$ cat config.mk
export PLATFORM = sky130hd
export DESIGN_NAME = sppi_pixel_in
export DESIGN_NICKNAME = d
export VERILOG_FILES = /design/src/shared/sppi_pkg.sv /design/src/shared/sppi_fifo_if.sv /design/src/hw/sppi_sync.sv /design/src/hw/sppi_fifo.sv /design/src/hw/sppi_pixel_in.sv
export VERILOG_INCLUDE_DIRS = /design/src /design/src/shared
export SDC_FILE = /design/constraint.sdc
export NUM_CORES = 1
export LEC_CHECK = 0
export BUFFER_PORTS_ARGS = -buffer_cell sky130_fd_sc_hd__buf_2
export CAP_MARGIN = 20
export CORE_UTILIZATION = 60
export DETAILED_ROUTE_END_ITERATION = 7
export PLACE_DENSITY = 0.81
export SLEW_MARGIN = 20
export SYNTH_ARGS = -nofsm -noshare
export SYNTH_HDL_FRONTEND = slang
export SYNTH_SLANG_ARGS = --single-unit
$ cat constraint.sdc
create_clock -name aclk -period 7.88 [get_ports aclk]
set_input_delay 2.364 -clock aclk [delete_from_list [all_inputs] [get_ports aclk]]
set_output_delay 2.364 -clock aclk [all_outputs]
set_load 0.01 [all_outputs]
$ cat src/shared/sppi_defines.svh
`ifndef SPPI_DEFINES_SVH
`define SPPI_DEFINES_SVH

// Register indices; byte address is four times the index
`define SPPI_IDX_ADDR       8'h00
`define SPPI_IDX_CFG        8'h03
`define SPPI_IDX_MODE       8'h05
`define SPPI_IDX_OUT_CTL    8'h0d
`define SPPI_IDX_STATUS     8'h10

// Reset values and address strap base
`define SPPI_CFG_RST        1'b1
`define SPPI_MODE_RST       2'h0
`define SPPI_OUT_CTL_RST    8'h00
`define SPPI_ADDR_BASE      7'h30

// Field positions
`define SPPI_CFG_EDGE_BIT   0
`define SPPI_OUT_SEL_LSB    4
`define SPPI_ST_OSC_BIT     0
`define SPPI_ST_VIOL_BIT    1
`define SPPI_ST_OVF_BIT     2
`define SPPI_ST_PLL_BIT     3
`define SPPI_ST_LEVEL_LSB   4
`define SPPI_ST_LSYNC_BIT   8
`define SPPI_ST_FSYNC_BIT   9

// Strap decode
`define SPPI_MODE_OSC_MIN   3'h4

// Pixel and frame geometry
`define SPPI_SYNC_MIN_GAP   4'd10
`define SPPI_FRAME_UI       28
`define SPPI_FRAME_W        28
`define SPPI_ACC_W          56
`define SPPI_UNIT_10B       6'd12
`define SPPI_UNIT_12B       6'd14
`define SPPI_EMIT_LOW       6'd14
`define SPPI_EMIT_HIGH      6'd21
`define SPPI_EMIT_10B       6'd24
`define SPPI_FIFO_DEPTH     8
`define SPPI_FIFO_LW        4

// Timing
`define SPPI_ACLK_MHZ       40
`define SPPI_OSC_HALF_NS    25
`define SPPI_OSC_HALF_CYC   ((`SPPI_OSC_HALF_NS * `SPPI_ACLK_MHZ) / 1000)

`endif

$ cat src/shared/sppi_pkg.sv
`include "sppi_defines.svh"

package sppi_pkg;

  typedef enum logic [1:0] {
    mode_low_rate_12b  = 2'b00,
    mode_high_rate_12b = 2'b01,
    mode_ten_bit       = 2'b10
  } sppi_mode_type;

  typedef enum logic {
    clk_src_pixel = 1'b0,
    clk_src_osc   = 1'b1
  } sppi_clk_src_type;

  typedef logic [`SPPI_FRAME_W-1:0] sppi_frame_type;

endpackage

$ cat src/shared/sppi_fifo_if.sv
`timescale 1ns/100ps
`default_nettype none

interface sppi_fifo_if #(
  parameter int WIDTH = 28,
  parameter int LW    = 4
);
  logic             wr_valid;
  logic             wr_ready;
  logic [WIDTH-1:0] wr_data;
  logic             rd_valid;
  logic             rd_ready;
  logic [WIDTH-1:0] rd_data;
  logic [LW-1:0]    level;

  modport fifo (
    input  wr_valid, wr_data, rd_ready,
    output wr_ready, rd_valid, rd_data, level
  );

  modport user (
    output wr_valid, wr_data, rd_ready,
    input  wr_ready, rd_valid, rd_data, level
  );
endinterface

`default_nettype wire

$ cat src/hw/sppi_sync.sv
`timescale 1ns/100ps
`default_nettype none

module sppi_sync #(
  parameter int WIDTH = 1
) (
  // Clock and reset
  input  wire logic             aclk,
  input  wire logic             aresetn,
  // Asynchronous in, synchronous out
  input  wire logic [WIDTH-1:0] d,
  output logic      [WIDTH-1:0] q
);
  logic [WIDTH-1:0] meta;

  // First stage feeds only the second
  always_ff @(posedge aclk) begin
    if (!aresetn) begin
      meta <= '0;
      q    <= '0;
    end else begin
      meta <= d;
      q    <= meta;
    end
  end
endmodule // sppi_sync

`default_nettype wire

$ cat src/hw/sppi_fifo.sv
`timescale 1ns/100ps
`default_nettype none

module sppi_fifo #(
  parameter int WIDTH = 28,
  parameter int DEPTH = 8,
  parameter int LW    = 4
) (
  // Clock and reset
  input  wire logic aclk,
  input  wire logic aresetn,
  input  wire logic flush,
  // Both stream sides
  sppi_fifo_if.fifo port_if
);
  localparam int AW = $clog2(DEPTH);

  logic [WIDTH-1:0] mem [DEPTH];
  logic [AW-1:0]    wr_ptr;
  logic [AW-1:0]    rd_ptr;
  logic [LW-1:0]    count;
  logic             push;
  logic             load;

  assign port_if.wr_ready = (count != LW'(DEPTH));
  assign push = port_if.wr_valid && port_if.wr_ready;
  // Output register refills as soon as it empties or is taken
  assign load = (count != '0) && (!port_if.rd_valid || port_if.rd_ready);
  assign port_if.level = LW'(count + {{(LW-1){1'b0}}, port_if.rd_valid});

  always_ff @(posedge aclk) begin
    if (push) begin
      mem[wr_ptr] <= port_if.wr_data;
    end
  end

  always_ff @(posedge aclk) begin
    if (!aresetn || flush) begin
      wr_ptr <= '0;
      rd_ptr <= '0;
      count  <= '0;
    end else begin
      if (push) begin
        wr_ptr <= AW'(wr_ptr + 1'b1);
      end
      if (load) begin
        rd_ptr <= AW'(rd_ptr + 1'b1);
      end
      count <= LW'(count + {{(LW-1){1'b0}}, push} - {{(LW-1){1'b0}}, load});
    end
  end

  always_ff @(posedge aclk) begin
    if (!aresetn || flush) begin
      port_if.rd_valid <= 1'b0;
      port_if.rd_data  <= '0;
    end else if (load) begin
      port_if.rd_valid <= 1'b1;
      port_if.rd_data  <= mem[rd_ptr];
    end else if (port_if.rd_ready) begin
      port_if.rd_valid <= 1'b0;
    end
  end
endmodule // sppi_fifo

`default_nettype wire

$ cat src/hw/sppi_pixel_in.sv
// Overview of operation
// - Ten-bit mode uses only ten low inputs
// - Twelve-bit modes capture all twelve data inputs
// - Twelve-bit modes pass syncs raw, unrestricted
// - Sample on edge chosen by edge select
// - Outputs 0,1 follow remote or local bit
// - Output 2 remote, local, or oscillator clock
// - Pin 3 remote, local, or oscillator clock input
// - Mode strap picks pixel or oscillator timing
// - Address strap sets control bus address
// - Power-down low stops block and PLL
// - Power-down returns every register to default
// - Frames of 28 UI at mode's rate
`include "sppi_defines.svh"
`timescale 1ns/100ps
`default_nettype none

module sppi_pixel_in (
  // Clock and reset
  input  wire logic                  aclk,
  input  wire logic                  aresetn,
  // AXI4-Lite slave
  input  wire logic [31:0]           s_axi_awaddr,
  input  wire logic                  s_axi_awvalid,
  output logic                       s_axi_awready,
  input  wire logic [31:0]           s_axi_wdata,
  input  wire logic [3:0]            s_axi_wstrb,
  input  wire logic                  s_axi_wvalid,
  output logic                       s_axi_wready,
  output logic [1:0]                 s_axi_bresp,
  output logic                       s_axi_bvalid,
  input  wire logic                  s_axi_bready,
  input  wire logic [31:0]           s_axi_araddr,
  input  wire logic                  s_axi_arvalid,
  output logic                       s_axi_arready,
  output logic [31:0]                s_axi_rdata,
  output logic [1:0]                 s_axi_rresp,
  output logic                       s_axi_rvalid,
  input  wire logic                  s_axi_rready,
  // Sensor parallel bus
  input  wire logic                  pixel_clock,
  input  wire logic [11:0]           pixel_data,
  input  wire logic                  line_sync,
  input  wire logic                  frame_sync,
  // Straps and power
  input  wire logic [2:0]            mode_strap,
  input  wire logic [2:0]            address_strap,
  input  wire logic                  power_down_n,
  output logic                       pll_enable,
  output logic [6:0]                 target_address,
  // General-purpose pins
  input  wire logic [3:0]            remote_gpio,
  input  wire logic                  oscillator_clock_in,
  output logic [3:0]                 general_out_pin,
  output logic [3:0]                 general_out_oe,
  // Serial frame stream
  output sppi_pkg::sppi_frame_type   frame_data,
  output logic                       frame_valid,
  input  wire logic                  frame_ready
);
  import sppi_pkg::*;

  localparam int SW = 23;
  localparam logic [7:0] OSC_HALF = 8'(`SPPI_OSC_HALF_CYC);

  logic [SW-1:0]    pin_raw;
  logic [SW-1:0]    pin_q;
  logic             pclk_q;
  logic [11:0]      pdata_q;
  logic             lsync_q;
  logic             fsync_q;
  logic             oin_q;
  logic             pdn_q;
  logic [2:0]       mstrap_q;
  logic [2:0]       astrap_q;
  logic             pd_active;
  logic             reg_rst;
  logic             strap_done;
  sppi_clk_src_type clk_src;
  logic             edge_sel;
  sppi_mode_type    pay_mode;
  logic [7:0]       out_ctl;
  logic             is_ten;
  logic             strobe_lvl;
  logic             strobe_prev;
  logic             cap;
  logic             pix_stb;
  logic [11:0]      cap_pix;
  logic [1:0]       sync_cap;
  logic [3:0]       gap_cnt [2];
  logic             viol_set;
  logic             viol_flag;
  logic             ovf_flag;
  logic [5:0]       unit_w;
  logic [5:0]       ew;
  logic [55:0]      unit_bits;
  logic [55:0]      acc;
  logic [5:0]       acc_cnt;
  logic [55:0]      next_acc;
  logic [5:0]       next_cnt;
  logic             push_ok;
  logic [27:0]      emit_mask;
  logic [7:0]       osc_div;
  logic             osc_clock_out;
  logic [3:0]       out_sel;
  logic [31:0]      aw_addr;
  logic             aw_hold;
  logic [31:0]      w_data;
  logic             w_strb0;
  logic             w_hold;
  logic             wr_go;
  logic [7:0]       w_idx;
  logic [7:0]       r_idx;
  logic [31:0]      rd_word;
  logic             r_hit;

  sppi_fifo_if #(.WIDTH(`SPPI_FRAME_W), .LW(`SPPI_FIFO_LW)) fifo_if ();

  function automatic logic idx_mapped(input logic [31:0] a);
    logic [7:0] i;
    i = a[9:2];
    return (a[31:10] == '0) && (a[1:0] == 2'b00) &&
           (i == `SPPI_IDX_ADDR || i == `SPPI_IDX_CFG || i == `SPPI_IDX_MODE ||
            i == `SPPI_IDX_OUT_CTL || i == `SPPI_IDX_STATUS);
  endfunction

  // Every pin but remote_gpio enters through two flops
  assign pin_raw = {pixel_clock, pixel_data, line_sync, frame_sync, oscillator_clock_in,
                    power_down_n, mode_strap, address_strap};

  sppi_sync #(.WIDTH(SW)) u_sync (
    .aclk    (aclk),
    .aresetn (aresetn),
    .d       (pin_raw),
    .q       (pin_q)
  );

  assign {pclk_q, pdata_q, lsync_q, fsync_q, oin_q, pdn_q, mstrap_q, astrap_q} = pin_q;

  assign pd_active = !pdn_q;
  assign reg_rst   = !aresetn || pd_active;
  assign is_ten    = (pay_mode == mode_ten_bit);

  always_ff @(posedge aclk) begin
    pll_enable <= aresetn && !pd_active;
  end

  // Straps caught once after each power-up
  always_ff @(posedge aclk) begin
    if (reg_rst) begin
      strap_done     <= 1'b0;
      target_address <= '0;
      clk_src        <= clk_src_pixel;
    end else if (!strap_done) begin
      strap_done     <= 1'b1;
      target_address <= 7'(`SPPI_ADDR_BASE + {4'h0, astrap_q});
      clk_src        <= (mstrap_q >= `SPPI_MODE_OSC_MIN) ? clk_src_osc : clk_src_pixel;
    end
  end

  // Control registers
  always_ff @(posedge aclk) begin
    if (reg_rst) begin
      edge_sel <= `SPPI_CFG_RST;
      pay_mode <= sppi_mode_type'(`SPPI_MODE_RST);
      out_ctl  <= `SPPI_OUT_CTL_RST;
    end else if (wr_go && w_strb0) begin
      case (w_idx)
        `SPPI_IDX_CFG: begin
          edge_sel <= w_data[`SPPI_CFG_EDGE_BIT];
        end
        `SPPI_IDX_MODE: begin
          if (w_data[1:0] != 2'b11) begin
            pay_mode <= sppi_mode_type'(w_data[1:0]);
          end
        end
        `SPPI_IDX_OUT_CTL: begin
          out_ctl <= w_data[7:0];
        end
        default: begin
        end
      endcase
    end
  end

  // Strobe edge; in oscillator mode the sensor runs off our clock out
  assign strobe_lvl = (clk_src == clk_src_osc) ? oin_q : pclk_q;
  assign cap = edge_sel ? (strobe_lvl && !strobe_prev)
                        : (!strobe_lvl && strobe_prev);

  always_ff @(posedge aclk) begin
    if (reg_rst) begin
      strobe_prev <= strobe_lvl; // Tracks pin so wake-up shows no edge
      pix_stb     <= 1'b0;
      cap_pix     <= '0;
      sync_cap    <= '0;
    end else begin
      strobe_prev <= strobe_lvl;
      pix_stb     <= cap;
      if (cap) begin
        cap_pix  <= is_ten ? {2'b00, pdata_q[9:0]} : pdata_q;
        sync_cap <= {fsync_q, lsync_q};
      end
    end
  end

  // Sync toggle spacing checked only in ten-bit mode
  always_ff @(posedge aclk) begin
    if (reg_rst) begin
      gap_cnt[0] <= 4'hf;
      gap_cnt[1] <= 4'hf;
      viol_set   <= 1'b0;
    end else begin
      viol_set <= 1'b0;
      if (cap) begin
        for (int i = 0; i < 2; i++) begin
          if ((i == 0 ? lsync_q : fsync_q) != sync_cap[i]) begin
            gap_cnt[i] <= 4'h0;
            if (is_ten && gap_cnt[i] < 4'(`SPPI_SYNC_MIN_GAP - 4'd1)) begin
              viol_set <= 1'b1;
            end
          end else if (gap_cnt[i] != 4'hf) begin
            gap_cnt[i] <= 4'(gap_cnt[i] + 4'd1);
          end
        end
      end
    end
  end

  // Sticky status; a new event beats a same-cycle clear
  always_ff @(posedge aclk) begin
    if (reg_rst) begin
      viol_flag <= 1'b0;
      ovf_flag  <= 1'b0;
    end else begin
      if (viol_set) begin
        viol_flag <= 1'b1;
      end else if (wr_go && w_strb0 && w_idx == `SPPI_IDX_STATUS
                   && w_data[`SPPI_ST_VIOL_BIT]) begin
        viol_flag <= 1'b0;
      end
      if (pix_stb && !push_ok) begin
        ovf_flag <= 1'b1;
      end else if (wr_go && w_strb0 && w_idx == `SPPI_IDX_STATUS
                   && w_data[`SPPI_ST_OVF_BIT]) begin
        ovf_flag <= 1'b0;
      end
    end
  end

  // Packing: each unit carries both syncs raw beside the pixel
  assign unit_w    = is_ten ? `SPPI_UNIT_10B : `SPPI_UNIT_12B;
  assign unit_bits = is_ten ? {44'h0, sync_cap, cap_pix[9:0]}
                            : {42'h0, sync_cap, cap_pix};

  // Bits per 28 UI frame set the frame rate against the pixel rate
  always_comb begin
    case (pay_mode)
      mode_low_rate_12b:  ew = `SPPI_EMIT_LOW;
      mode_high_rate_12b: ew = `SPPI_EMIT_HIGH;
      mode_ten_bit:       ew = `SPPI_EMIT_10B;
      default:            ew = `SPPI_EMIT_LOW;
    endcase
  end

  assign emit_mask        = 28'((28'h1 << ew) - 28'h1);
  assign fifo_if.wr_valid = (acc_cnt >= ew);
  assign fifo_if.wr_data  = acc[27:0] & emit_mask;

  // A full FIFO stalls emission; pixels then pile up and overflow
  always_comb begin
    next_acc = acc;
    next_cnt = acc_cnt;
    if (fifo_if.wr_valid && fifo_if.wr_ready) begin
      next_acc = acc >> ew;
      next_cnt = 6'(acc_cnt - ew);
    end
    push_ok = pix_stb && (({1'b0, next_cnt} + {1'b0, unit_w}) <= 7'(`SPPI_ACC_W));
    if (push_ok) begin
      next_acc = next_acc | (unit_bits << next_cnt);
      next_cnt = 6'(next_cnt + unit_w);
    end
  end

  always_ff @(posedge aclk) begin
    if (reg_rst) begin
      acc     <= '0;
      acc_cnt <= '0;
    end else begin
      acc     <= next_acc;
      acc_cnt <= next_cnt;
    end
  end

  sppi_fifo #(.WIDTH(`SPPI_FRAME_W), .DEPTH(`SPPI_FIFO_DEPTH), .LW(`SPPI_FIFO_LW)) u_fifo (
    .aclk    (aclk),
    .aresetn (aresetn),
    .flush   (pd_active),
    .port_if (fifo_if.fifo)
  );

  assign fifo_if.rd_ready = frame_ready;
  assign frame_data       = fifo_if.rd_data;
  assign frame_valid      = fifo_if.rd_valid;

  // Oscillator clock out, a divided copy of aclk
  always_ff @(posedge aclk) begin
    if (reg_rst || clk_src != clk_src_osc) begin
      osc_div       <= '0;
      osc_clock_out <= 1'b0;
    end else if (osc_div == OSC_HALF - 8'd1) begin
      osc_div       <= '0;
      osc_clock_out <= !osc_clock_out;
    end else begin
      osc_div <= 8'(osc_div + 8'd1);
    end
  end

  always_comb begin
    for (int i = 0; i < 4; i++) begin
      out_sel[i] = out_ctl[`SPPI_OUT_SEL_LSB + i] ? out_ctl[i] : remote_gpio[i];
    end
  end

  // Pins float during power-down
  always_ff @(posedge aclk) begin
    if (reg_rst) begin
      general_out_pin <= '0;
      general_out_oe  <= '0;
    end else begin
      general_out_pin[1:0] <= out_sel[1:0];
      general_out_pin[2]   <= (clk_src == clk_src_osc) ? osc_clock_out : out_sel[2];
      general_out_pin[3]   <= out_sel[3];
      general_out_oe       <= {clk_src != clk_src_osc, 3'b111};
    end
  end

  // AXI write path; address and data in either order
  assign w_idx = aw_addr[9:2];
  assign wr_go = aw_hold && w_hold && !s_axi_bvalid;

  always_ff @(posedge aclk) begin
    if (!aresetn) begin
      s_axi_awready <= 1'b0;
      s_axi_wready  <= 1'b0;
      s_axi_bvalid  <= 1'b0;
      s_axi_bresp   <= 2'b00;
      aw_hold       <= 1'b0;
      w_hold        <= 1'b0;
      aw_addr       <= '0;
      w_data        <= '0;
      w_strb0       <= 1'b0;
    end else begin
      if (!aw_hold && !s_axi_awready && !s_axi_bvalid) begin
        s_axi_awready <= 1'b1;
      end
      if (!w_hold && !s_axi_wready && !s_axi_bvalid) begin
        s_axi_wready <= 1'b1;
      end
      if (s_axi_awvalid && s_axi_awready) begin
        aw_addr       <= s_axi_awaddr;
        aw_hold       <= 1'b1;
        s_axi_awready <= 1'b0;
      end
      if (s_axi_wvalid && s_axi_wready) begin
        w_data       <= s_axi_wdata;
        w_strb0      <= s_axi_wstrb[0];
        w_hold       <= 1'b1;
        s_axi_wready <= 1'b0;
      end
      if (wr_go) begin
        s_axi_bvalid <= 1'b1;
        s_axi_bresp  <= idx_mapped(aw_addr) ? 2'b00 : 2'b10;
        aw_hold      <= 1'b0;
        w_hold       <= 1'b0;
      end else if (s_axi_bvalid && s_axi_bready) begin
        s_axi_bvalid <= 1'b0;
      end
    end
  end

  // AXI read path
  assign r_idx = s_axi_araddr[9:2];
  assign r_hit = idx_mapped(s_axi_araddr);

  always_comb begin
    rd_word = '0;
    case (r_idx)
      `SPPI_IDX_ADDR:    rd_word[7:1] = target_address;
      `SPPI_IDX_CFG:     rd_word[`SPPI_CFG_EDGE_BIT] = edge_sel;
      `SPPI_IDX_MODE:    rd_word[1:0] = pay_mode;
      `SPPI_IDX_OUT_CTL: rd_word[7:0] = out_ctl;
      `SPPI_IDX_STATUS: begin
        rd_word[`SPPI_ST_OSC_BIT]  = (clk_src == clk_src_osc);
        rd_word[`SPPI_ST_VIOL_BIT] = viol_flag;
        rd_word[`SPPI_ST_OVF_BIT]  = ovf_flag;
        rd_word[`SPPI_ST_PLL_BIT]  = pll_enable;
        rd_word[`SPPI_ST_LEVEL_LSB +: `SPPI_FIFO_LW] = fifo_if.level;
        rd_word[`SPPI_ST_LSYNC_BIT] = sync_cap[0];
        rd_word[`SPPI_ST_FSYNC_BIT] = sync_cap[1];
      end
      default:           rd_word = '0;
    endcase
  end

  always_ff @(posedge aclk) begin
    if (!aresetn) begin
      s_axi_arready <= 1'b0;
      s_axi_rvalid  <= 1'b0;
      s_axi_rdata   <= '0;
      s_axi_rresp   <= 2'b00;
    end else if (s_axi_arvalid && s_axi_arready) begin
      s_axi_arready <= 1'b0;
      s_axi_rvalid  <= 1'b1;
      s_axi_rdata   <= r_hit ? rd_word : 32'h0;
      s_axi_rresp   <= r_hit ? 2'b00 : 2'b10;
    end else if (s_axi_rvalid && s_axi_rready) begin
      s_axi_rvalid  <= 1'b0;
      s_axi_arready <= 1'b1;
    end else if (!s_axi_rvalid) begin
      s_axi_arready <= 1'b1;
    end
  end
endmodule // sppi_pixel_in

`default_nettype wire

==> impl_results.md, run 1 <==
- Status: complete, no violations
- Final hold violations: 0
- Post-Syn Area: between 20000 and 25000 sq um
- Worst setup EP type: register
- Yosys warns: 0
- PostCTS Resize Cnt: 0
- Layout cell share with drive strength beyond 1: around 19%
- DP HPWL: 39500 um
- Die H: 199 um
- Die X: about 200 um
- Post-DRT Antenna Nets: 0
- Crit path DAT: 6650 ps
- Power density over cell area: 197 nW/um^2
- Crit-path max FO: 51
- CP bufs+invs: 7
- Xor/xnor share of the synthesized area: slightly above 1%
- Die area: 39700 sq um
- Placeable Area: about 38000 sq um
- Hold WS: between 400 and 500 ps
- Maximum number of pins on one net before global-route repair: 95
- CTS clock-pin slew for the worst setup and hold paths: approximately 60 ps
- Setup Viol. Count Final: 0
- Area growth syn-to-layout: 11.7%
- Final period utilization: 78.2%
- IO Port Bufs: between 150 and 200
- Yosys cell types: 75
- RSZ-0062 raised after global routing: no
- Initial antenna violation count: 0
- Setup WS pre-CTS: about 1900 ps
- Actual slew at the worst max-slew pin: about 1100 ps
- Post-synth EDFFs: 232
- Post-synthesis compound-gate area fraction: between 10% and 20%
- Worst rel slew slack: between 20% and 30%
- FMAX: roughly 160 MHz
- Router iterations before antenna repair: 5
- Post-synthesis cell count: around 2100
- Clk Tree Root Cell: clkbuf_16
- Gr ovfl total: 0
- Drt via density: roughly 6.3
- Tmin final: about 6200 ps
- Slew Limit Fails: 0
- Sequential area share after synthesis: between 50% and 60%
- Setup TNS Final: 0 ps
- CP Class: register to register
- Cell leakage power: about 9.0 nW
- Setup slack after layout: 1720 ps
- CP required: roughly 8400 ps
- Vias: roughly 17000
- Routed wire length: around 60000 um
- CP Cell Sequence: inv_1 > ha_4 > inv_1 > buf_4 > fa_1 > a21oi_1 > a21oi_1 > o21ai_4 > mux2i_1 > buf_4 > inv_1 > ha_1 > inv_1 > ha_1 > inv_1 > nor4_1 > o21ai_0 > o211ai_4 > nand2_4 > or3_1 > a21oi_1
- DR WL/cell: ~22 um
- Largest family of logic cells by synthesized area: multiplexers
- Worst-skew pair later-pin latency: approximately 600 ps
- Top cell by count, worst path: inv_1
- Hold WC Path Type: register to register
- Slowest cell on the critical path: ha_4
- Num ports: 221
- Mux contribution to synthesized area: roughly 17%
- Cts bufs inserted: 48
- CP Launch Type: register
- DRT iter0 DRCs: roughly 1600
- Initial Utilization: 61.5%
- Final Wtd Congestion: between 0.9 and 1
- Top delay family on crit path: adder cells
- Row cnt: just over 70
- Post-Syn Area per Cell: about 11 sq um
- Adder-cell share of the synthesized area: 1.62%
- Total Power: 5.15 mW
- Simple-Gate Fraction of Synth Area: 13.6%
- Vias in the first global route: around 17000
- Post-CTS Setup Inserts: 0
- CTS sink cnt: 485
- Synth Register Bits: 485
- Number of H-tree levels: 2
- First-pass GRT wire length: 93100 um
- Post-CTS Hold Fix Bufs: 0
- Peak supply drop: about 0.18 mV
- Clock Skews: 21.2 ps
- Post-synth ARST share: 0%
- Top_reg_cell synth: dfxtp_1
- DP Cell Count: 2681
- Max Cap Viol: 0
- CTS Buffer Depth: 3
- Max incr delay on CP: ~650 ps
- CTS tree: yes
- Post-route insts no fill: ~2800
- Gr usage total: 30.6%
- DRC viols: 0
- Nets@finish: 2384
-- cell usage after synthesis, drive strengths merged (5+ instances only) --
master  instances  area (sq um)
nor2          172           646
o21a            7          52.6
nor4           17           106
nand2b         12          75.1
and3           13          81.3
nor2b          19           119
a31oi          11          68.8
mux2i         136          1360
a22o           10          87.6
o221ai          7          61.3
o22ai          34           213
xor2           12           105
a21boi         45           338
xnor2          14           130
o211ai         37           292
and2           66           413
nor3           35           175
a21oi          86           430
o21ai          67           347
ha             27           338
a22oi          18           135
nand4           6          37.5
inv            40           153
nand3b          5          37.5
edfxtp        232          6970
nand2         295          1110
buf            79           432
clkbuf         87           327
dfxtp         253          5060
a211oi         40           300
a221oi          7          67.6
mux2           22           251
nand3          41           205
or3            13          81.3
a21o            6          45.0
mux4          100          2250
-- placed cells by master (no fill, tap or decap), types with 10 or more instances in the layout --
cell,n
a211oi_1,40
a21boi_0,44
a21oi_1,86
a22o_1,10
a22oi_1,18
a31oi_1,11
and2_1,65
and3_1,13
buf_2,165
buf_4,26
clkbuf_16,49
conb_1,26
dfxtp_1,250
edfxtp_1,232
ha_1,25
inv_1,38
mux2_2,21
mux2i_1,136
mux4_2,100
nand2_1,293
nand2b_1,12
nand3_1,41
nor2_1,169
nor2b_1,19
nor3_1,31
nor4_1,16
o211ai_1,36
o21ai_0,64
o22ai_1,34
or3_1,13
xnor2_1,13
xor2_1,12
-- sequential cells by signal, summed over array words and instances (netlist names), 2 cells and up --
signal                  cells
acc_cnt                     6
u_fifo.rd_ptr               3
target_address              4
sync_cap                    2
u_fifo.count                4
u_fifo.wr_ptr               3
u_sync.q                   21
general_out_pin             4
out_ctl                     8
gap_cnt                     8
s_axi_rdata                10
u_sync.meta                21
pay_mode                    2
cap_pix                    12
acc                        56
osc_div                     8
u_fifo.mem                224
w_data                      8
aw_addr                    32
u_fifo.port_if.rd_data     28
-- per-layer routing --
metal  up-vias  global-route usage, %  share of wire, %
met2       756                   52.5                50
met1      8488                   39.4                41
met4         0                   11.5               3.2
met5         -                      0                 0
met3       140                   4.29               6.5
li1       7975                      -                 -
-- cell type report --
cell class	count	area, sq um
Fill cell	2775	11900
Tap cell	511	639
Inverter	41	156
Timing Repair Buffer	191	1020
Clock buffer	64	1340
Antenna cell	1	2.50
Multi-Input combinational cell	1453	10600
Sequential cell	485	12000
Clock inverter	25	308
-- path summary, 6_finish.rpt --
path | start | endpoint | slack [ps] | cells past startpoint
max | pay_mode[0] | acc_cnt[4] | 1720 | 21
min | u_sync.meta[11] | u_sync.q[11] | 430 | 1
max reg2reg | pay_mode[0] | acc_cnt[4] | 1720 | 21
min reg2reg | u_sync.meta[11] | u_sync.q[11] | 430 | 1
-- report_power, final --
group	leakage (nW)	switching, mW	internal (mW)
clock network	0.796	1.01	1.38
registers	4.10	0.0133	2.64
logic	4.12	0.0650	0.0478
total	9.01	1.08	4.07
-- kinds of logic after synthesis --
logic type / after synthesis
AND/OR/NAND/NOR: 703
flip-flops: 485
AO/OA/AOI/OAI: 411
multiplexers: 258
buffers and inverters: 207
adder cells (fa/ha/maj): 29
XOR/XNOR: 26
other: 1
-- per-stage QoR --
| stage | area [sq um] | util (%) |
|---|---|---|
| finish | 26100 | 68.7 |
| global route | 26100 | 68.7 |
| CTS | 26100 | 68.6 |
| detailed placement | 24500 | 64.3 |
| global placement | 24500 | 64.3 |
| floorplan | 23500 | - |
No activity file was read; power rests on OpenSTA's default activity.
==> inputs of run 2 (changes only) <==
--- a/config.mk
+++ b/config.mk
@@ -8,9 +8,9 @@
 export LEC_CHECK = 0
 export BUFFER_PORTS_ARGS = -buffer_cell sky130_fd_sc_hd__buf_2
 export CAP_MARGIN = 20
-export CORE_UTILIZATION = 60
+export CORE_UTILIZATION = 54
 export DETAILED_ROUTE_END_ITERATION = 7
-export PLACE_DENSITY = 0.81
+export PLACE_DENSITY = 0.77
 export SLEW_MARGIN = 20
 export SYNTH_ARGS = -nofsm -noshare
 export SYNTH_HDL_FRONTEND = slang
==> constraint.sdc (replaced) <==
create_clock -name aclk -period 5.5 [get_ports aclk]
set_input_delay 1.65 -clock aclk [delete_from_list [all_inputs] [get_ports aclk]]
set_output_delay 1.65 -clock aclk [all_outputs]
set_load 0.01 [all_outputs]
==> run 2 against run 1 <==
Against the previous run:
- combinational power increased by 43%
- wire length down 1.5%
- critical path depth down 2
- worst hold slack got worse by 6.4 ps
- sequential power is 43% higher
- register-to-register slack worse by 1100 ps
- final cell count is 2.8% higher
- clock power up 44%
- worst setup slack worse by 1100 ps
- first-iteration DRC count fell by 2.6%
- fmax grew 25%
- critical path type unchanged
- largest cell class unchanged
==> impl_results.md, run 2 (synthesis gave the netlist of run 1 again) <==
- Status: complete, no violations
- Die area: between 40000 and 50000 sq um
- Finished Core Util: just over 60%
- Hold Startpoint: u_sync.meta[22]
- Most common cell after layout, fill and taps aside: nand2_1
- CP Class: register to register
- Drt via density: approximately 6.0
- Row cnt: 75
- Layout cell share with drive strength beyond 1: a little under a fifth
- DP HPWL: around 40000 um
- CP Cell Sequence: inv_1 > ha_4 > inv_1 > fa_1 > a21oi_1 > a21oi_1 > o21ai_4 > inv_4 > mux2_4 > inv_1 > buf_4 > ha_1 > inv_1 > nor4_1 > or3_1 > o311a_1 > nand2_1 > nor2_1 > a221o_1
- Placed Area: approximately 25000 sq um
- Crit path DAT: about 5500 ps
- Slew Limit Fails: 0
- Switching Fraction: about a fifth
- Initial Utilization: 55.2%
- IO Port Bufs: approximately 170
- Design Area, Final: 26300 sq um
- DRC viols: 0
- Largest registers: u_fifo.mem: 224 flops, acc: 56 flops, aw_addr: 32 flops
- Seq pwr share: between 50% and 60%
- Max incr delay on CP: 480 ps
- Die X: 210 um
- Actual slew at the worst max-slew pin: between 1000 and 1500 ps
- RSZ-0062 raised after global routing: no
- Post-CTS Hold Fix Bufs: 0
- Worst-skew pair later-pin latency: 600 ps
- Placeable Area: roughly 42000 sq um
- Peak supply drop: ~0.24 mV
- Max reg flops: approximately 220
- Number of H-tree levels: 2
- Slowest cell on the critical path: nor4_1
- FMAX: a little over 200 MHz
- Post-CTS Setup Inserts: 0
- CP startpoint: pay_mode[0]
- Largest Register: u_fifo.mem
- P_int: a little under 6 mW
- Clock Skews: just under 30 ps
- PostCTS Resize Cnt: 0
- CTS Buffer Depth: 3
- Clock power frac: a little under half
- Post-DRT Antenna Nets: 0
- Area growth syn-to-layout: 12.5%
- Top cell by count, worst path: inv_1
- Clk Tree Root Cell: clkbuf_16
- CTS sink cnt: 485
- Power density over cell area: ~280 nW/um^2
- Vias: 17100
- Max Cap Viol: 0
- Final period utilization: about nine tenths
- Final hold violations: 0
- CP required: 6040 ps
- Tmin final: 4930 ps
- Nets@finish: between 2000 and 2500
- Routed wire length: between 50000 and 60000 um
- Initial antenna violation count: 0
- Num ports: around 220
- CTS tree: yes
- DR WL/cell: around 21 um
- Cts bufs inserted: between 40 and 50
- Hold WC Path Type: register to register
- ANT cells: 0
- Worst r2r src: pay_mode[0]
- Most frequent cells in the layout: nand2_1 (293), dfxtp_1 (250), edfxtp_1 (232), nor2_1 (169), buf_2 (165)
- Vias in the first global route: between 15000 and 20000
- Gr ovfl total: 0
- Gr usage total: a little over a quarter
- Final Wtd Congestion: 0.954
- DRT iter0 DRCs: 1551
- CTS clock-pin slew for the worst setup and hold paths: approximately 70 ps
- Die H: ~210 um
- Worst setup EP type: register
- Setup Viol. Count Final: 0
- Maximum number of pins on one net before global-route repair: slightly below 90
- Switch Pwr: 1.54 mW
- First-pass GRT wire length: 92200 um
- Combinational power share: about 2.2%
- Cell leakage power: 9.08 nW
- Worst rel slew slack: between 20% and 30%
- Router iterations before antenna repair: 6
- Crit-path max FO: 26
- CP Launch Type: register
[run 2: final timing paths]
kind,depth (start not counted),slack (ps),to
min,1,420,u_sync.q[22]
max reg2reg,19,570,acc[32]
max,19,570,acc[32]
min reg2reg,1,420,u_sync.q[22]
[run 2: worst max-delay path, delay by kind of cell (launching register included)]
family / cells / cell delay (ps)
AOI/OAI and AO/OA: 5 / 1250
and+or+nand+nor: 4 / 1240
adders and majority gates: 3 / 980
buffers and inverters: 6 / 560
DFF: 1 / 450
muxes: 1 / 390
[run 2: area by class of cell]
| cell class | instances | area, sq um |
|---|---|---|
| Clock buffer | 60 | 1300 |
| Clock inverter | 31 | 369 |
| Fill cell | 3296 | 16000 |
| Inverter | 41 | 156 |
| Multi-Input combinational cell | 1453 | 10600 |
| Sequential cell | 485 | 12000 |
| Tap cell | 577 | 722 |
| Timing Repair Buffer | 202 | 1100 |
[run 2: per-stage QoR]
stage                     TNS [ps]  instances  hold slack [ps]  worst slack [ps]  total power [mW]
final                            0       2849              422               574              7.38
after global routing             0       2849              443               306              7.61
after CTS                        0       2849              430               660              7.43
after detailed placement         0       2758              417               704              4.04
after global placement           0       2758              414               745              4.03
after floorplan              -9810       2145              412              -117              3.99
[run 2: power by group through the flow]
stage	clock network, mW	logic (mW)	registers (mW)
2_1_floorplan	0	0.109	3.88
3_3_place_gp	0	0.156	3.88
3_5_place_dp	0	0.161	3.88
4_1_cts	3.47	0.162	3.80
5_1_grt	3.62	0.182	3.80
6_report	3.42	0.162	3.80
[run 2: routing by layer]
layer	wire length (um)	up-vias	GRT usage [%]
li1	-	7991	-
met1	24400	8302	34.3
met2	28600	691	45.6
met3	3820	123	4.13
met4	2010	0	10.5
met5	0	-	0
